--- src/fan_defs.vh ---
// constants for the fan speed measurement and fan drive block
`ifndef FAN_DEFS_VH
`define FAN_DEFS_VH

// clock and tachometer count rate
`define CLK_HZ 25000000
`define TACH_TICK_HZ 22500

// register indices, bank 0 except 4Eh (every bank) and 53h (bank 5)
`define IDX_SYS_FREQ 8'h00
`define IDX_SYS_VAL 8'h01
`define IDX_CPU0_FREQ 8'h02
`define IDX_CPU0_VAL 8'h03
`define IDX_TYPE_A 8'h04
`define IDX_AUX_FREQ 8'h10
`define IDX_AUX_VAL 8'h11
`define IDX_TYPE_B 8'h12
`define IDX_COUNT_A 8'h28
`define IDX_COUNT_B 8'h29
`define IDX_COUNT_C 8'h2a
`define IDX_COUNT_D 8'h3f
`define IDX_DIV_A 8'h47
`define IDX_SRC_A 8'h49
`define IDX_SRC_B 8'h4a
`define IDX_DIV_B 8'h4b
`define IDX_DIV_C 8'h4c
`define IDX_BANK 8'h4e
`define IDX_COUNT_E 8'h53
`define IDX_DIV_D 8'h59
`define IDX_DIV_E 8'h5d
`define IDX_CPU1_FREQ 8'h60
`define IDX_CPU1_VAL 8'h61
`define IDX_TYPE_C 8'h62

// bank codes
`define BANK_0 3'h0
`define BANK_5 3'h5

// reset values; each divisor field resets to code 001 (divide by 2)
`define RST_VAL 8'hff
`define RST_FREQ 8'h04
`define RST_TYPE 8'h00
`define RST_SRC 8'h00
`define RST_DIV_A 8'h50
`define RST_DIV_B 8'h40
`define RST_DIV_C 8'h20
`define RST_DIV_D 8'h04
`define RST_DIV_E 8'h00
`define RST_COUNT 8'hff
`define RST_DAC 6'h3f

// pwm step layout: 255 steps per period, positions 0 to 254
`define PWM_LAST 8'hfe
`define COUNT_MAX 8'hff

// fixed temperature source code of the system fan output
`define SRC_SYSTEM_TEMP 3'h0

`endif

--- src/fan_tach_and_drive.v ---
// fan tachometer timing and four channel pwm or dc fan drive with banked registers
//
// Decided for this implementation: the address-and-strobe port.
`timescale 1ns/1ps
`default_nettype none
`include "fan_defs.vh"
// Summary of operation
// - fan counts read-only at bank0 28h 29h 2Ah 3Fh and bank5 53h
// - count is ticks between divided tach pulses; rpm = 1.35e6*divisor/count
// - three-bit divisor code selects division by two to the code
// - divisors reset to two; fields spread over 47h 4Bh 4Ch 59h 5Dh
// - four outputs, pwm or dc chosen by 04h bits 1-0, 12h bit 0, 62h bit 6
// - pwm duty is output value over 255; values at 01h 03h 11h 61h
// - output values reset to FFh, full duty
// - each pwm rate set by its frequency register 00h 02h 10h 60h
// - dc level is six-bit code from output value, 3.3 V times code/64
// - dc code resets to all ones; two low bits ignored
// - automatic control starts from the held output value
// - system output uses system temperature; others selected by 49h and 4Ah
module fan_tach_and_drive #(
   parameter TICK_CYC = `CLK_HZ / `TACH_TICK_HZ
) (
   input wire clk,
   input wire arst_n,
   input wire [7:0] reg_addr,
   input wire [7:0] reg_wdata,
   input wire reg_wr,
   input wire reg_rd,
   output reg [7:0] reg_rdata,
   input wire [4:0] tach_in,
   input wire [3:0] auto_en,
   input wire [3:0] auto_wr,
   input wire [31:0] auto_data,
   output wire [3:0] fan_pwm,
   output wire [23:0] fan_dac,
   output wire [3:0] fan_is_dc,
   output wire [11:0] temp_src
);

   // configuration registers
   reg [7:0] freq_r [0:3];
   reg [7:0] val_r [0:3];
   reg [7:0] type_a_r;
   reg [7:0] type_b_r;
   reg [7:0] type_c_r;
   reg [7:0] src_a_r;
   reg [7:0] src_b_r;
   reg [7:0] div_a_r;
   reg [7:0] div_b_r;
   reg [7:0] div_c_r;
   reg [7:0] div_d_r;
   reg [7:0] div_e_r;
   reg [2:0] bank_r;
   wire [7:0] count [0:4];
   wire [2:0] div_code [0:4];
   wire [3:0] dc_mode;
   reg [7:0] rdata_nxt;
   wire bank0;
   wire wr0;
   integer k;
   integer m;

   assign bank0 = (bank_r == `BANK_0);
   assign wr0 = reg_wr & bank0;

   // divisor fields assembled from the scattered register bits
   assign div_code[0] = {div_e_r[5], div_a_r[5:4]};
   assign div_code[1] = {div_e_r[6], div_a_r[7:6]};
   assign div_code[2] = {div_e_r[7], div_b_r[7:6]};
   assign div_code[3] = {div_d_r[7], div_d_r[3:2]};
   assign div_code[4] = {div_c_r[7], div_c_r[6:5]};

   // output type bits, high selects dc
   assign dc_mode = {type_c_r[6], type_b_r[0], type_a_r[1], type_a_r[0]};
   assign fan_is_dc = dc_mode;

   // temperature source pairing for automatic control
   assign temp_src[2:0] = `SRC_SYSTEM_TEMP;
   assign temp_src[5:3] = src_a_r[2:0];
   assign temp_src[8:6] = src_a_r[6:4];
   assign temp_src[11:9] = src_b_r[7:5];

   // bank select answers in every bank, so software can always get back to bank 0
   always @(posedge clk or negedge arst_n) begin
      if (!arst_n) begin
         bank_r <= `BANK_0;
      end else if (reg_wr && reg_addr == `IDX_BANK) begin
         bank_r <= reg_wdata[2:0];
      end
   end

   // pwm frequency registers, one per output
   always @(posedge clk or negedge arst_n) begin
      if (!arst_n) begin
         for (k = 0; k < 4; k = k + 1) begin
            freq_r[k] <= `RST_FREQ;
         end
      end else if (wr0) begin
         case (reg_addr)
            `IDX_SYS_FREQ: freq_r[0] <= reg_wdata;
            `IDX_CPU0_FREQ: freq_r[1] <= reg_wdata;
            `IDX_AUX_FREQ: freq_r[2] <= reg_wdata;
            `IDX_CPU1_FREQ: freq_r[3] <= reg_wdata;
            default: ;
         endcase
      end
   end

   // output values; software write wins over an automatic update in the same cycle
   always @(posedge clk or negedge arst_n) begin
      if (!arst_n) begin
         for (m = 0; m < 4; m = m + 1) begin
            val_r[m] <= `RST_VAL;
         end
      end else begin
         // the controller only ever modifies the held value, never reloads it
         for (m = 0; m < 4; m = m + 1) begin
            if (auto_en[m] && auto_wr[m]) begin
               val_r[m] <= auto_data[m*8 +: 8];
            end
         end
         if (wr0) begin
            case (reg_addr)
               `IDX_SYS_VAL: val_r[0] <= reg_wdata;
               `IDX_CPU0_VAL: val_r[1] <= reg_wdata;
               `IDX_AUX_VAL: val_r[2] <= reg_wdata;
               `IDX_CPU1_VAL: val_r[3] <= reg_wdata;
               default: ;
            endcase
         end
      end
   end

   // output type selects, pwm after reset
   always @(posedge clk or negedge arst_n) begin
      if (!arst_n) begin
         type_a_r <= `RST_TYPE;
         type_b_r <= `RST_TYPE;
         type_c_r <= `RST_TYPE;
      end else if (wr0) begin
         case (reg_addr)
            `IDX_TYPE_A: type_a_r <= reg_wdata;
            `IDX_TYPE_B: type_b_r <= reg_wdata;
            `IDX_TYPE_C: type_c_r <= reg_wdata;
            default: ;
         endcase
      end
   end

   // temperature source selects; only the fields listed above are used
   always @(posedge clk or negedge arst_n) begin
      if (!arst_n) begin
         src_a_r <= `RST_SRC;
         src_b_r <= `RST_SRC;
      end else if (wr0) begin
         case (reg_addr)
            `IDX_SRC_A: src_a_r <= reg_wdata;
            `IDX_SRC_B: src_b_r <= reg_wdata;
            default: ;
         endcase
      end
   end

   // divisor registers; whole bytes kept so unrelated bits read back as written
   always @(posedge clk or negedge arst_n) begin
      if (!arst_n) begin
         div_a_r <= `RST_DIV_A;
         div_b_r <= `RST_DIV_B;
         div_c_r <= `RST_DIV_C;
         div_d_r <= `RST_DIV_D;
         div_e_r <= `RST_DIV_E;
      end else if (wr0) begin
         case (reg_addr)
            `IDX_DIV_A: div_a_r <= reg_wdata;
            `IDX_DIV_B: div_b_r <= reg_wdata;
            `IDX_DIV_C: div_c_r <= reg_wdata;
            `IDX_DIV_D: div_d_r <= reg_wdata;
            `IDX_DIV_E: div_e_r <= reg_wdata;
            default: ;
         endcase
      end
   end

   // read mux; unmapped or wrong-bank indices read zero
   always @* begin
      rdata_nxt = 8'h00;
      if (reg_addr == `IDX_BANK) begin
         rdata_nxt = {5'h00, bank_r};
      end else if (bank_r == `BANK_5) begin
         if (reg_addr == `IDX_COUNT_E) begin
            rdata_nxt = count[4];
         end
      end else if (bank0) begin
         case (reg_addr)
            `IDX_SYS_FREQ: rdata_nxt = freq_r[0];
            `IDX_SYS_VAL: rdata_nxt = val_r[0];
            `IDX_CPU0_FREQ: rdata_nxt = freq_r[1];
            `IDX_CPU0_VAL: rdata_nxt = val_r[1];
            `IDX_AUX_FREQ: rdata_nxt = freq_r[2];
            `IDX_AUX_VAL: rdata_nxt = val_r[2];
            `IDX_CPU1_FREQ: rdata_nxt = freq_r[3];
            `IDX_CPU1_VAL: rdata_nxt = val_r[3];
            `IDX_TYPE_A: rdata_nxt = type_a_r;
            `IDX_TYPE_B: rdata_nxt = type_b_r;
            `IDX_TYPE_C: rdata_nxt = type_c_r;
            `IDX_SRC_A: rdata_nxt = src_a_r;
            `IDX_SRC_B: rdata_nxt = src_b_r;
            `IDX_DIV_A: rdata_nxt = div_a_r;
            `IDX_DIV_B: rdata_nxt = div_b_r;
            `IDX_DIV_C: rdata_nxt = div_c_r;
            `IDX_DIV_D: rdata_nxt = div_d_r;
            `IDX_DIV_E: rdata_nxt = div_e_r;
            `IDX_COUNT_A: rdata_nxt = count[0];
            `IDX_COUNT_B: rdata_nxt = count[1];
            `IDX_COUNT_C: rdata_nxt = count[2];
            `IDX_COUNT_D: rdata_nxt = count[3];
            default: rdata_nxt = 8'h00;
         endcase
      end
   end

   // read data valid only in the cycle after the strobe
   always @(posedge clk or negedge arst_n) begin
      if (!arst_n) begin
         reg_rdata <= 8'h00;
      end else if (reg_rd) begin
         reg_rdata <= rdata_nxt;
      end else begin
         reg_rdata <= 8'h00;
      end
   end

   // shared count tick, so all channels measure against one time base
   reg [15:0] tick_cnt_r;
   reg tick_r;
   always @(posedge clk or negedge arst_n) begin
      if (!arst_n) begin
         tick_cnt_r <= 16'h0000;
         tick_r <= 1'b0;
      end else if (tick_cnt_r == TICK_CYC[15:0] - 16'h0001) begin
         tick_cnt_r <= 16'h0000;
         tick_r <= 1'b1;
      end else begin
         tick_cnt_r <= tick_cnt_r + 16'h0001;
         tick_r <= 1'b0;
      end
   end

   genvar g;

   // tachometer channels
   generate
      for (g = 0; g < 5; g = g + 1) begin : tach
         reg prev_r;
         reg [6:0] edge_cnt_r;
         reg [7:0] time_r;
         reg [7:0] count_r;
         wire rise;
         wire [7:0] edges_needed;
         assign rise = tach_in[g] & ~prev_r;
         assign edges_needed = 8'h01 << div_code[g];
         assign count[g] = count_r;
         // count ticks over 2^code rising edges, then latch the result
         always @(posedge clk or negedge arst_n) begin
            if (!arst_n) begin
               prev_r <= 1'b0;
               edge_cnt_r <= 7'h00;
               time_r <= 8'h00;
               count_r <= `RST_COUNT;
            end else begin
               prev_r <= tach_in[g];
               if (rise && ({1'b0, edge_cnt_r} + 8'h01 == edges_needed)) begin
                  count_r <= time_r;
                  time_r <= 8'h00;
                  edge_cnt_r <= 7'h00;
               end else begin
                  if (rise) begin
                     edge_cnt_r <= edge_cnt_r + 7'h01;
                  end
                  if (time_r == `COUNT_MAX) begin
                     count_r <= `COUNT_MAX;
                  end else if (tick_r) begin
                     time_r <= time_r + 8'h01;
                  end
               end
            end
         end
      end
   endgenerate

   // fan drive channels
   generate
      for (g = 0; g < 4; g = g + 1) begin : drive
         reg [7:0] pre_r;
         reg [7:0] pos_r;
         reg [7:0] duty_r;
         reg pwm_r;
         reg [5:0] dac_r;
         assign fan_pwm[g] = pwm_r;
         assign fan_dac[g*6 +: 6] = dac_r;
         // step prescaler from the frequency register, 255 steps per period
         always @(posedge clk or negedge arst_n) begin
            if (!arst_n) begin
               pre_r <= 8'h00;
               pos_r <= 8'h00;
               duty_r <= `RST_VAL;
               pwm_r <= 1'b1;
               dac_r <= `RST_DAC;
            end else begin
               if (pre_r >= freq_r[g]) begin
                  pre_r <= 8'h00;
                  if (pos_r == `PWM_LAST) begin
                     pos_r <= 8'h00;
                     duty_r <= val_r[g];
                  end else begin
                     pos_r <= pos_r + 8'h01;
                  end
               end else begin
                  pre_r <= pre_r + 8'h01;
               end
               // ffh never compares below, so full duty is a solid high
               pwm_r <= ~dc_mode[g] & (pos_r < duty_r);
               // dc level follows at once; low two bits are don't-care
               dac_r <= dc_mode[g] ? val_r[g][7:2] : 6'h00;
            end
         end
      end
   endgenerate

endmodule
`default_nettype wire

--- config.mk ---
export PLATFORM = sky130hd
export DESIGN_NAME = fan_tach_and_drive
export DESIGN_NICKNAME = d
export VERILOG_FILES = /design/src/fan_tach_and_drive.v
export VERILOG_INCLUDE_DIRS = /design/src
export SDC_FILE = /design/constraint.sdc
export NUM_CORES = 1
export LEC_CHECK = 0
export BUFFER_PORTS_ARGS = -buffer_cell sky130_fd_sc_hd__buf_2
export CAP_MARGIN = 10
export CORE_MARGIN = 2
export CORE_UTILIZATION = 40
export DETAILED_ROUTE_END_ITERATION = 6
export SYNTH_ARGS = -nofsm -noshare
export SYNTH_HDL_FRONTEND = slang
export SYNTH_SLANG_ARGS = --single-unit
--- constraint.sdc ---
create_clock -name clk -period 5.06 [get_ports clk]
set_input_delay 0.759 -clock clk [delete_from_list [all_inputs] [get_ports clk]]
set_output_delay 0.759 -clock clk [all_outputs]
set_load 0.01 [all_outputs]
==> reports/metrics.yaml <==
timing:
  slew_headroom_pct: 17.9
  setup_viol: 0
  period_minus_slack_ns: 3.20
  finalSetupTns_ns: 0
  rsz0062_at_grt: "false"
  final-hold-violation-count: 0
  finClkSkew_ns: 0.0201
  report.final.slew_viol_count: 0
  worst_pin_slew_ns: 1.23
  max_freq_mhz: 313
  timing.final.crit_share_pct: 63.2
synth:
  yosys_warnings: 0
  synthMuxAreaShare_pct: 9.95
  synthCells: 2198
  synth_ff_type: "dfrtp_1"
  yosysTopAreaCell: "dfrtp_1"
  synth_area_leaders: "dfrtp_1, dfstp_2, mux2_2"
  ys_ff_latch: 416
  synth_common_cells: "dfrtp_1, nor2_1, dfstp_2, nand2_1, mux2_2"
  synth_xor_area_share_pct: 4.05
  seq_area_frac_synth_pct: 47.9
  synthAdderAreaFrac_pct: 4.76
  yosysMostFrequentCell: "dfrtp_1"
  synth-simple-area-share_pct: 17.0
  synth_area_um2: 22100
  synth-async-reset-ratio_pct: 100
  syn_area_per_cell_um2: 10.0
  synth_compound_area_share_pct: 11.9
  synth_top_family_by_area: "simple AND/OR/NAND/NOR gates"
  ys_types: 82
  synth-edff-count: 0
  synth.top_cell.area_share_pct: 31.2
floorplan:
  start_util_pct: 40.2
  io_pins: 117
  design.core.area_um2: 54900
  die_y_um: 239
  die_w_um: 239
  rows: 86
  die-area_um2: 57100
layout:
  nFillCells: 5170
  fin_cells: 3006
  antenna_cells: 0
  syn_to_final_growth_pct: 12.2
  drive_above_1_share_pct: 21.7
  nets: 2412
grt:
  grt_pass1_vias: 16600
  grt_pass1_wl_um: 100000
  antenna_found_initial: 0
  grt-ovfl-total: 0
  grt_start_max_net_pins: 114
  grt.total_usage_pct: 22.7
power:
  intPower_mw: 7.14
  peakVddDrop_mv: 0.252
  power.share.clock_pct: 33.8
  seq_power_share_pct: 44.6
  power_leakage_nw: 10.8
  power.switching_mw: 3.48
  comb_power_share_pct: 21.5
  p_sw_share_pct: 32.7
  powerDensity_nw_per_um2: 428
detailed_routing:
  firstDrtPassIters: 5
  routed_wl_um: 64500
  drt-vias-per-instance: 5.61
  vias: 16900
  drtAntennaViolNets: 0
  wl_per_cell_um: 21.5
  drt-initial-drc-count: 1337
  drc_errors: 0
setup_path:
  crit_chain: "nand3_1 -> nor3_1 -> mux2i_1 -> a221oi_1 -> or4_1 -> nor2_2 -> o21ai_0"
  cp.required_ns: 5.48
  critPathSlowestCell: "nor2_2"
  critPathKind: "reg -> reg"
  cpPeakStageDelay_ns: 0.84
  critPathArrivalTime_ns: 3.62
  start_kind: "flip-flop"
  crit_buf_inv: 0
  worst_setup_path_end_kind: "flip-flop"
  critical-path-top-delay-family: "simple AND/OR/NAND/NOR gates"
  crit_fanout: 23
place:
  portBuffers: 113
  placed_cells: 2916
  gp_congestion: 0.991
  place.detailed.hpwl_um: 46600
clock_tree:
  numCtsBuffers: 49
  post_cts_buffers: 0
  clk_latency_ns: 0.59
  cts_root_buffer: "clkbuf_16"
  cts_tree: "yes"
  cts.clk_slew.worst_paths_ns: 0.06
  cts_resized: 0
  ctsHoldBuffers: 0
  clk_path_buf_depth: 3
  cts.sinks: 416
  htree_levels: 2
flow_run:
  drv_cap: 0
min_path:
  worstHoldPathType: "in -> async"
status:
  status: "complete, no violations"
-- kinds of logic (layout without fill, tap and decap cells) --
family	count (synthesis)	count (layout)
flops	416	416
other cells	1	3
buf+inv	228	330
fa+ha+maj	84	84
compound gates	411	411
simple gates	753	753
mux	203	203
xor+xnor	102	102
-- power by group through the flow --
stage,Clock (mW),Combinational [mW],Sequential (mW)
detailed placement,0,2.29,4.78
global route,3.82,2.63,4.83
global placement,0,2.21,4.76
floorplan,0,1.84,4.45
CTS,3.68,2.31,4.73
finish,3.59,2.28,4.74
-- final cells by class --
| type | count | area (µm²) | share of cell area [%] |
|---|---|---|---|
| Timing Repair Buffer | 130 | 728 | 2.94 |
| Sequential cell | 416 | 10600 | 42.7 |
| Clock buffer | 69 | 1350 | 5.45 |
| Tap cell | 704 | 881 | 3.55 |
| Multi-Input combinational cell | 1556 | 10600 | 42.6 |
| Inverter | 110 | 413 | 1.67 |
| Clock inverter | 21 | 269 | 1.09 |
-- flip-flops by register name, indices dropped and copies added (netlist names), 32 cells and up --
register	cells
drive.duty_r	32
drive.pos_r	32
drive.pre_r	32
freq_r	32
tach.count_r	40
tach.edge_cnt_r	35
tach.time_r	40
val_r	32
-- placed cells by master, fill, tap and decap left out, types with 5 or more instances in the layout --
master	n
o21ai_0	130
nand3b_1	5
o21a_1	9
clkinv_2	10
nand4_1	34
a31oi_1	6
a21o_1	12
or3_1	16
dfstp_2	141
ha_1	84
o31ai_1	22
mux2i_1	71
a22oi_1	43
nand2_1	140
a2111oi_0	7
clkbuf_16	49
nand3_1	92
a21boi_0	6
buf_2	112
nor2b_1	22
xor2_1	36
o22ai_1	11
nor2_1	250
inv_1	110
nor4_1	12
mux2_2	132
nand2b_1	14
buf_4	15
a21oi_1	93
and2_1	40
bufinv_16	6
a32oi_1	7
nor3_1	40
clkbuf_8	5
xnor2_1	66
a22o_1	13
and3_1	39
clkbuf_1	15
dfrtp_1	275
a221oi_1	8
-- routing by layer --
| layer | global-route usage, % | up-vias | wire [µm] |
|---|---|---|---|
| li1 | - | 7905 | - |
| met1 | 31.1 | 8403 | 29200 |
| met2 | 36.0 | 425 | 29400 |
| met3 | 3.85 | 134 | 3450 |
| met4 | 8.67 | 0 | 2380 |
| met5 | 0 | - | 0 |
-- path summary, 6_finish.rpt --
check / start / to / slack, ns / depth (start not counted)
max: tach[2].edge_cnt_r[0] / tach[2].edge_cnt_r[0] / 1.86 / 7
min: arst_n / drive[2].pre_r[5] / 0.19 / 1
max reg2reg: tach[2].edge_cnt_r[0] / tach[2].edge_cnt_r[0] / 1.86 / 7
min reg2reg: tick_cnt_r[15] / tick_cnt_r[15] / 0.47 / 1
max in group asynchronous: arst_n / div_a_r[2] / 3.75 / 2
min in group clk: tach_in[2] / tach[2].prev_r / 0.30 / 1
-- metrics by stage --
step	power, mW	hold WS [ns]	util (%)	setup WS, ns	cell area [µm²]
global placement	6.97	0.466	42.2	1.57	23200
detailed placement	7.07	0.463	42.2	1.51	23200
finish	10.6	0.185	45.2	1.86	24800
CTS	10.7	0.183	45.2	1.90	24800
global route	11.3	0.215	45.2	1.61	24800
floorplan	6.29	0.443	-	2.27	22100
No activity file was read; power rests on OpenSTA's default activity.
